[src/core/pib_pkg.sv]
package pib_pkg;
   localparam int unsigned ADDR_W = 9;
   localparam int unsigned DATA_W = 8;
   localparam int unsigned PA_W = 6;
   localparam int unsigned PC_W = 2;
   localparam int unsigned PD_W = 8;
   localparam int unsigned SPI_W = 4;
   localparam int unsigned NARROW_W = 4;
   localparam int unsigned SYNC_W = PA_W + PC_W + PD_W;

   // Register offsets
   localparam logic [ADDR_W-1:0] OFS_PA_DATA = 9'h000;
   localparam logic [ADDR_W-1:0] OFS_RSVD_ONE = 9'h001;
   localparam logic [ADDR_W-1:0] OFS_PA_DIR = 9'h002;
   localparam logic [ADDR_W-1:0] OFS_RSVD_THREE = 9'h003;
   localparam logic [ADDR_W-1:0] OFS_PC_DATA = 9'h004;
   localparam logic [ADDR_W-1:0] OFS_PD_DATA = 9'h005;
   localparam logic [ADDR_W-1:0] OFS_PC_DIR = 9'h006;
   localparam logic [ADDR_W-1:0] OFS_PD_DIR = 9'h007;
   localparam logic [ADDR_W-1:0] OFS_PA_PIN_IN = 9'h120;
   localparam logic [ADDR_W-1:0] OFS_RSVD_GAP = 9'h121;
   localparam logic [ADDR_W-1:0] OFS_PA_DRV_RED = 9'h122;

   // Pin positions
   localparam int unsigned POS_SPI_MISO = 0;
   localparam int unsigned POS_SPI_MOSI = 1;
   localparam int unsigned POS_SPI_SCK = 2;
   localparam int unsigned POS_SPI_SS = 3;
   localparam int unsigned POS_DL_CLK = 0;
   localparam int unsigned POS_DL_INT = 1;

   // Reset values
   localparam logic [PA_W-1:0] RST_PA = 6'h00;
   localparam logic [PC_W-1:0] RST_PC = 2'h0;
   localparam logic [PD_W-1:0] RST_PD = 8'h00;
   localparam logic [DATA_W-1:0] RST_RDATA = 8'h00;
   localparam logic [SYNC_W-1:0] RST_SYNC = 16'h0000;
   localparam logic [DATA_W-1:0] READ_ZERO = 8'h00;
endpackage

[src/core/pib_top.sv]
// Function
// - Each pin is general purpose I/O whenever its peripheral does not use it.
// - Peripheral function outranks general purpose I/O; selected source drives the pin.
// - Six-pin port A serves the serial peripheral interface as alternative.
// - Two-pin port C carries die link clock out and interrupt in.
// - Eight-pin port D carries die link data, eight or four bits, bidirectional.
// - Pull-downs on interrupt pin and data pins while they are link inputs.
// - Each port A pin output drive can be reduced by its own bit.
// - Data and direction registers exist for ports A, C and D.
// - Port A input register returns the port A pin levels.
// - Direction 1 reads stored data; otherwise synchronised pin level.
// - Port A bits 3..0 carry SS, SCK, MOSI, MISO under serial function.
// - Port A data register readable and writable at any time.
// - Direction 1 makes the pin output; 0 makes it high-impedance input.
// - Serial peripheral sets direction of owned pins; stored direction unchanged.
// - Port C bit 1 is link interrupt, bit 0 link clock.
// - Writes to reserved locations have no effect.
//
// Strobed register access is this design's own decision.
`timescale 1ns/1ps
`default_nettype none
module pib_top
   import pib_pkg::*;
(
   input wire logic i_clk,
   input wire logic i_arst_n,
   input wire logic [ADDR_W-1:0] i_addr,
   input wire logic [DATA_W-1:0] i_wdata,
   input wire logic i_wr,
   input wire logic i_rd,
   output logic [DATA_W-1:0] o_rdata,
   input wire logic i_spi_en,
   input wire logic [SPI_W-1:0] i_spi_out,
   input wire logic [SPI_W-1:0] i_spi_oe,
   output logic [SPI_W-1:0] o_spi_in,
   input wire logic i_dl_en,
   input wire logic i_dl_wide,
   input wire logic i_dl_clk,
   input wire logic [PD_W-1:0] i_dl_data_out,
   input wire logic i_dl_data_oe,
   output logic [PD_W-1:0] o_dl_data_in,
   output logic o_dl_int,
   input wire logic [PA_W-1:0] i_pa_in,
   output logic [PA_W-1:0] o_pa_out,
   output logic [PA_W-1:0] o_pa_oe,
   output logic [PA_W-1:0] o_pa_drv_reduce,
   input wire logic [PC_W-1:0] i_pc_in,
   output logic [PC_W-1:0] o_pc_out,
   output logic [PC_W-1:0] o_pc_oe,
   output logic [PC_W-1:0] o_pc_pulldown,
   input wire logic [PD_W-1:0] i_pd_in,
   output logic [PD_W-1:0] o_pd_out,
   output logic [PD_W-1:0] o_pd_oe,
   output logic [PD_W-1:0] o_pd_pulldown
);
   logic [PA_W-1:0] pa_data_r, pa_data_nxt;
   logic [PA_W-1:0] pa_dir_r, pa_dir_nxt;
   logic [PA_W-1:0] pa_red_r, pa_red_nxt;
   logic [PC_W-1:0] pc_data_r, pc_data_nxt;
   logic [PC_W-1:0] pc_dir_r, pc_dir_nxt;
   logic [PD_W-1:0] pd_data_r, pd_data_nxt;
   logic [PD_W-1:0] pd_dir_r, pd_dir_nxt;
   logic [DATA_W-1:0] rdata_r, rdata_nxt;
   logic [SYNC_W-1:0] s1_r, s2_r, s3_r, filt_r, filt_nxt;
   logic [SYNC_W-1:0] s1_nxt, s2_nxt, s3_nxt;
   logic [SYNC_W-1:0] pins_raw;
   logic [PA_W-1:0] pa_lvl;
   logic [PC_W-1:0] pc_lvl;
   logic [PD_W-1:0] pd_lvl;
   logic [PA_W-1:0] pa_spi_own;
   logic [PC_W-1:0] pc_dl_own;
   logic [PD_W-1:0] pd_dl_own;
   logic [PA_W-1:0] pa_rd_val;
   logic [PC_W-1:0] pc_rd_val;
   logic [PD_W-1:0] pd_rd_val;
   logic [SPI_W-1:0] spi_in_r, spi_in_nxt;
   logic dl_int_r, dl_int_nxt;
   logic [PD_W-1:0] dl_data_in_r, dl_data_in_nxt;

   // Three-stage input synchroniser; a level is taken when stages 2 and 3 agree
   assign pins_raw = {i_pd_in, i_pc_in, i_pa_in};

   always_comb
   begin
      s1_nxt = pins_raw;
      // Only the second stage reads the first, keeping metastability contained
      s2_nxt = s1_r;
      s3_nxt = s2_r;
      for (int i = 0; i < SYNC_W; i++)
      begin
         filt_nxt[i] = (s2_r[i] == s3_r[i]) ? s3_r[i] : filt_r[i];
      end
   end

   always_ff @(posedge i_clk or negedge i_arst_n)
   begin
      if (!i_arst_n)
      begin
         s1_r <= RST_SYNC;
         s2_r <= RST_SYNC;
         s3_r <= RST_SYNC;
         filt_r <= RST_SYNC;
      end
      else
      begin
         s1_r <= s1_nxt;
         s2_r <= s2_nxt;
         s3_r <= s3_nxt;
         filt_r <= filt_nxt;
      end
   end

   assign pa_lvl = filt_r[PA_W-1:0];
   assign pc_lvl = filt_r[PA_W+PC_W-1:PA_W];
   assign pd_lvl = filt_r[SYNC_W-1:PA_W+PC_W];

   // Ownership of pins by the peripherals
   // Port A pins 5 and 4 never belong to the serial peripheral
   always_comb
   begin
      pa_spi_own = '0;
      pa_spi_own[SPI_W-1:0] = {SPI_W{i_spi_en}};
      pc_dl_own = {PC_W{i_dl_en}};
      pd_dl_own = '0;
      pd_dl_own[NARROW_W-1:0] = {NARROW_W{i_dl_en}};
      pd_dl_own[PD_W-1:NARROW_W] = {(PD_W-NARROW_W){i_dl_en & i_dl_wide}};
   end

   // Pin drive: peripheral first, register otherwise
   // Port A: the serial peripheral outranks the registers on pins 3..0
   always_comb
   begin
      for (int i = 0; i < PA_W; i++)
      begin
         if (pa_spi_own[i])
         begin
            o_pa_out[i] = i_spi_out[i[1:0]];
            o_pa_oe[i] = i_spi_oe[i[1:0]];
         end
         else
         begin
            o_pa_out[i] = pa_data_r[i];
            o_pa_oe[i] = pa_dir_r[i];
         end
      end
   end

   // Port C: the link drives the clock pin and listens on the interrupt pin
   always_comb
   begin
      o_pc_out = pc_data_r;
      o_pc_oe = pc_dir_r;
      if (pc_dl_own[POS_DL_CLK])
      begin
         o_pc_out[POS_DL_CLK] = i_dl_clk;
         o_pc_oe[POS_DL_CLK] = 1'h1;
      end
      if (pc_dl_own[POS_DL_INT])
      begin
         o_pc_out[POS_DL_INT] = 1'h0;
         o_pc_oe[POS_DL_INT] = 1'h0;
      end
   end

   // Port D: narrow mode hands pins 7..4 back to general purpose I/O
   always_comb
   begin
      for (int i = 0; i < PD_W; i++)
      begin
         if (pd_dl_own[i])
         begin
            o_pd_out[i] = i_dl_data_out[i];
            o_pd_oe[i] = i_dl_data_oe;
         end
         else
         begin
            o_pd_out[i] = pd_data_r[i];
            o_pd_oe[i] = pd_dir_r[i];
         end
      end
   end

   // Pull-downs only while a link pin listens
   // Narrow mode frees data pins 7..4, so their pull-downs drop too
   always_comb
   begin
      o_pc_pulldown = '0;
      o_pc_pulldown[POS_DL_INT] = pc_dl_own[POS_DL_INT];
      o_pd_pulldown = pd_dl_own & {PD_W{~i_dl_data_oe}};
   end

   assign o_pa_drv_reduce = pa_red_r;

   // Peripheral inputs from synchronised pin levels
   always_comb
   begin
      spi_in_nxt = pa_lvl[SPI_W-1:0] & pa_spi_own[SPI_W-1:0];
      dl_int_nxt = pc_lvl[POS_DL_INT] & pc_dl_own[POS_DL_INT];
      dl_data_in_nxt = pd_lvl & pd_dl_own;
   end

   // Registered so the peripherals only ever see flip-flop outputs
   always_ff @(posedge i_clk or negedge i_arst_n)
   begin
      if (!i_arst_n)
      begin
         spi_in_r <= RST_SYNC[SPI_W-1:0];
         dl_int_r <= RST_SYNC[PA_W+POS_DL_INT];
         dl_data_in_r <= RST_SYNC[SYNC_W-1:PA_W+PC_W];
      end
      else
      begin
         spi_in_r <= spi_in_nxt;
         dl_int_r <= dl_int_nxt;
         dl_data_in_r <= dl_data_in_nxt;
      end
   end

   assign o_spi_in = spi_in_r;
   assign o_dl_int = dl_int_r;
   assign o_dl_data_in = dl_data_in_r;

   // Read-back values: stored data for outputs, pin level for inputs
   always_comb
   begin
      pa_rd_val = (pa_dir_r & pa_data_r) | (~pa_dir_r & pa_lvl);
      pc_rd_val = (pc_dir_r & pc_data_r) | (~pc_dir_r & pc_lvl);
      pd_rd_val = (pd_dir_r & pd_data_r) | (~pd_dir_r & pd_lvl);
   end

   // Register writes
   // The pin input register is read-only, so its offset falls to the default
   always_comb
   begin
      pa_data_nxt = pa_data_r;
      pa_dir_nxt = pa_dir_r;
      pa_red_nxt = pa_red_r;
      pc_data_nxt = pc_data_r;
      pc_dir_nxt = pc_dir_r;
      pd_data_nxt = pd_data_r;
      pd_dir_nxt = pd_dir_r;
      if (i_wr)
      begin
         case (i_addr)
            OFS_PA_DATA: pa_data_nxt = i_wdata[PA_W-1:0];
            OFS_PA_DIR: pa_dir_nxt = i_wdata[PA_W-1:0];
            OFS_PC_DATA: pc_data_nxt = i_wdata[PC_W-1:0];
            OFS_PD_DATA: pd_data_nxt = i_wdata[PD_W-1:0];
            OFS_PC_DIR: pc_dir_nxt = i_wdata[PC_W-1:0];
            OFS_PD_DIR: pd_dir_nxt = i_wdata[PD_W-1:0];
            OFS_PA_DRV_RED: pa_red_nxt = i_wdata[PA_W-1:0];
            default: ;
         endcase
      end
   end

   // Read data, valid in the cycle after the strobe only
   // Upper bits beyond a register's width stay at the zero default
   always_comb
   begin
      rdata_nxt = READ_ZERO;
      if (i_rd)
      begin
         case (i_addr)
            OFS_PA_DATA: rdata_nxt[PA_W-1:0] = pa_rd_val;
            OFS_PA_DIR: rdata_nxt[PA_W-1:0] = pa_dir_r;
            OFS_PC_DATA: rdata_nxt[PC_W-1:0] = pc_rd_val;
            OFS_PD_DATA: rdata_nxt[PD_W-1:0] = pd_rd_val;
            OFS_PC_DIR: rdata_nxt[PC_W-1:0] = pc_dir_r;
            OFS_PD_DIR: rdata_nxt[PD_W-1:0] = pd_dir_r;
            OFS_PA_PIN_IN: rdata_nxt[PA_W-1:0] = pa_lvl;
            OFS_PA_DRV_RED: rdata_nxt[PA_W-1:0] = pa_red_r;
            default: rdata_nxt = READ_ZERO;
         endcase
      end
   end

   // Port registers start at zero; read data idles at zero between reads
   always_ff @(posedge i_clk or negedge i_arst_n)
   begin
      if (!i_arst_n)
      begin
         pa_data_r <= RST_PA;
         pa_dir_r <= RST_PA;
         pa_red_r <= RST_PA;
         pc_data_r <= RST_PC;
         pc_dir_r <= RST_PC;
         pd_data_r <= RST_PD;
         pd_dir_r <= RST_PD;
         rdata_r <= RST_RDATA;
      end
      else
      begin
         pa_data_r <= pa_data_nxt;
         pa_dir_r <= pa_dir_nxt;
         pa_red_r <= pa_red_nxt;
         pc_data_r <= pc_data_nxt;
         pc_dir_r <= pc_dir_nxt;
         pd_data_r <= pd_data_nxt;
         pd_dir_r <= pd_dir_nxt;
         rdata_r <= rdata_nxt;
      end
   end

   assign o_rdata = rdata_r;
endmodule
`default_nettype wire

[config.mk]
export PLATFORM = sky130hd
export DESIGN_NAME = pib_top
export DESIGN_NICKNAME = d
export VERILOG_FILES = /design/src/core/pib_pkg.sv /design/src/core/pib_top.sv
export SDC_FILE = /design/constraint.sdc
export NUM_CORES = 1
export LEC_CHECK = 0
export ABC_AREA = 1
export BUFFER_PORTS_ARGS = -buffer_cell sky130_fd_sc_hd__buf_2
export CORE_MARGIN = 3
export CORE_UTILIZATION = 30
export CTS_CLUSTER_DIAMETER = 100
export DETAILED_ROUTE_END_ITERATION = 8
export SLEW_MARGIN = 20
export SYNTH_ARGS = -nofsm -noshare
export SYNTH_HDL_FRONTEND = slang
export SYNTH_SLANG_ARGS = --single-unit
[constraint.sdc]
create_clock -name i_clk -period 2.9 [get_ports i_clk]
set_input_delay 0.29 -clock i_clk [delete_from_list [all_inputs] [get_ports i_clk]]
set_output_delay 0.29 -clock i_clk [all_outputs]
set_load 0.005 [all_outputs]
==> impl_metrics.yaml <==
worst_setup_path:
  arrival_ns: 1.52
  crit_type: "in2out"
  critical_path.reg2reg.startpoint: "pd_dir_r[0]"
  flop2flop_setup_slack_ns: 1.68
  cp_max_fo: 13
  critPathLaunchType: "input port"
  timing.critical_path.required_ns: 2.61
  worst-r2r-cell-count: 6
  reg2reg_to: "o_rdata[0]"
  worstSetupStartpoint: "i_dl_en"
  endpoint_kind: "primary output"
  worst_setup_path_endpoint: "o_pd_oe[4]"
detailed_routing:
  drt-vias-per-instance: 4.23
  drt-initial-drc-count: 207
  route.detailed.drc: 0
  drt_wl_total_mm: 12.1
  drt-wirelength-per-cell_um: 13.7
  dr.pass1.iters: 5
  routed-via-count: 3732
  drt.antenna.violating_nets: 0
synth:
  synth-seq-cells: 123
  ys_async_sr_fraction: 1.00
  ys_warn_count: 0
  yosys.cell_types.count: 22
  yosys.area.top_type: "sky130_fd_sc_hd__dfrtp_1"
  synth_cells: 516
  ys_top_cells_by_count: "123 x sky130_fd_sc_hd__dfrtp_1, 123 x sky130_fd_sc_hd__nand2_1, 61 x sky130_fd_sc_hd__inv_1"
  synth_flop_cell: "sky130_fd_sc_hd__dfrtp_1"
  netlist.area_leader.share: 0.607
  average_size_of_a_mapped_cell_um2: 9.82
  synth_enable_flop_cells: 0
  synth-seq-area-share: 0.607
  synth_area_leaders: "sky130_fd_sc_hd__dfrtp_1 61%, sky130_fd_sc_hd__nand2_1 9.1%, sky130_fd_sc_hd__o21ai_0 4.8%"
  postSynthNetCount: 574
  post_synthesis_cell_area_mm2: 0.00507
layout:
  drive_gt1_frac: 0.301
  fillCellCount: 1637
  final_net_count: 714
  seq_area_mm2: 0.00308
  areaGrowthSynthToFinish_pct: 30.0
  finalCoreUtilization: 0.406
  finish.cell_count_without_fillers: 883
  antenna_cells_inserted: 0
  multi_input_area_mm2: 0.00155
pwr:
  cellLeakagePower_nw: 3.37
  post_route_total_power_mw: 4.26
  power.switching_fraction: 0.218
  sequentialPowerShare: 0.435
  power.share.clock: 0.495
  p_comb_frac: 0.070
  internal-power_mw: 3.33
  power.ir.vdd_worst_mv: 0.435
  net-switching-power_uw: 927
  power_per_cell_area_mw_per_mm2: 646
timing:
  final_max_slew_viol_count: 0
  max-slew-margin-rel: 0.643
  period_needed_ns: 1.81
  final_setup_violation_count: 0
  transition_time_at_the_pin_with_the_least_slew_margin_ns: 0.534
  final_critical_path_setup_slack_ns: 1.09
  finalHoldViolations: 0
  fmax_mhz: 554
  grt_setup_unrepaired: "false"
  min_period_over_period: 0.623
  fin_setup_tns_ns: 0
  finalClockSkew_ns: 0.0169
clock_tree:
  clk_transition_reported_paths_ns: 0.05
  worst_skew_late_latency_ns: 0.42
  cts-root-buf: "sky130_fd_sc_hd__clkbuf_16"
  post-cts-setup-buffer-count: 0
  numCtsBuffers: 17
  level_count_of_the_clock_h_tree: 4
  clock-sinks: 123
  clockBufferDepth: 2
  tritoncts_clock_tree: "done"
die:
  fp.coreArea_mm2: 0.0162
  design.portCount: 127
  die_x_um: 136
  chipHeight_um: 136
  row_count: 46
  start_util: 0.312
  full_die_area_mm2: 0.0185
hold_path:
  worstHoldPathType: "in2reg"
  worst_hold_path_cells: 3
global_route:
  track_usage: 0.140
  grt_pass1_vias: 3715
  first_pass_grt_wire_length_mm: 19.7
  gr-total-overflow: 0
  largest_net_degree_at_the_start_of_global_routing: 49
  initial_antenna_violation_count: 0
placement:
  hpwl_mm: 9.08
  detailedPlace.worstSlack_ns: 1.03
  port-buffer-count: 125
  gp_congestion: 0.764
  post-place-cells: 836
run:
  cap_violations: 0
outcome:
  run_status: "complete, no violations"
==> flip-flops by register name (all words and copies together) (netlist names) <==
register / cells
pa_data_r: 6
pd_dir_r: 8
o_dl_data_in: 8
filt_r: 16
pc_dir_r: 2
o_spi_in: 4
s3_r: 16
pa_dir_r: 6
s1_r: 16
o_rdata: 8
s2_r: 16
pd_data_r: 8
o_pa_drv_reduce: 6
o_dl_int: 1
pc_data_r: 2
==> power by group through the flow <==
stage	clock (mW)	sequential, mW	combinational, mW
4_1_cts	2.17	1.86	0.305
3_5_place_dp	0	1.88	0.287
5_1_grt	2.25	1.86	0.342
6_report	2.11	1.85	0.296
3_3_place_gp	0	1.88	0.283
2_1_floorplan	0	1.87	0.135
==> per-layer routing <==
| metal | routed length [um] | global-route usage | vias up |
|---|---|---|---|
| li1 | - | - | 1902 |
| met5 | 0 | 0 | - |
| met2 | 5520 | 0.213 | 108 |
| met1 | 5700 | 0.186 | 1713 |
| met3 | 848 | 0.0526 | 9 |
| met4 | 70 | 0.0437 | 0 |
==> cell families after synthesis <==
family / after synthesis / synth area share
buffers and inverters: 91 / 0.0862
AOI/OAI and AO/OA: 82 / 0.0958
DFF: 123 / 0.607
adders and majority gates: 16 / 0.0316
other: 1 / 0.000740
and+or+nand+nor: 203 / 0.178
==> layout make-up <==
cell class,instances,area share
Clock buffer,22,0.0720
Clock inverter,8,0.0179
Inverter,64,0.0365
Multi-Input combinational cell,302,0.236
Sequential cell,123,0.467
Tap cell,216,0.0410
Timing Repair Buffer,148,0.130
==> cell usage in the layout (no fill, tap or decap), drive strengths merged, types with 8 or more instances in the layout <==
cell type      n
buf          131
nand2        129
dfrtp        123
o21ai         74
inv           64
nand3         43
nor2          30
clkbuf        22
dlygate4sd3   17
maj3          16
a21oi          8
==> worst max-delay path: stages <==
cell	delay [ns]
sky130_fd_sc_hd__buf_2	0.10
sky130_fd_sc_hd__nand2_1	0.34
sky130_fd_sc_hd__inv_1	0.25
sky130_fd_sc_hd__nand2_1	0.22
sky130_fd_sc_hd__o21ai_0	0.15
sky130_fd_sc_hd__buf_2	0.16
==> metrics by stage <==
| step | area (um^2) | hold slack (ns) |
|---|---|---|
| 6_report | 6590 | 0.116 |
| 5_1_grt | 6590 | 0.131 |
| 4_1_cts | 6590 | 0.102 |
| 3_5_place_dp | 5830 | 0.267 |
| 3_3_place_gp | 5830 | 0.268 |
| 2_1_floorplan | 5070 | -0.00559 |
==> worst min path at each step <==
stage	startpoint	end	slack, ns
global route	i_wdata[5]	pa_dir_r[5]	0.13
global placement	i_arst_n	s1_r[5]	0.27
detailed placement	i_arst_n	s1_r[5]	0.27
CTS	i_wdata[1]	pa_data_r[1]	0.10
floorplan	i_arst_n	filt_r[0]	-0.006
finish	i_wdata[1]	pa_dir_r[1]	0.12
==> timing repair <==
item | in CTS | in global routing
gates resized for setup | 0 | 0
hold buffers | 17 | 0
endpoints found under the hold margin | 46 | 0
(Power assumes the default switching activity.)
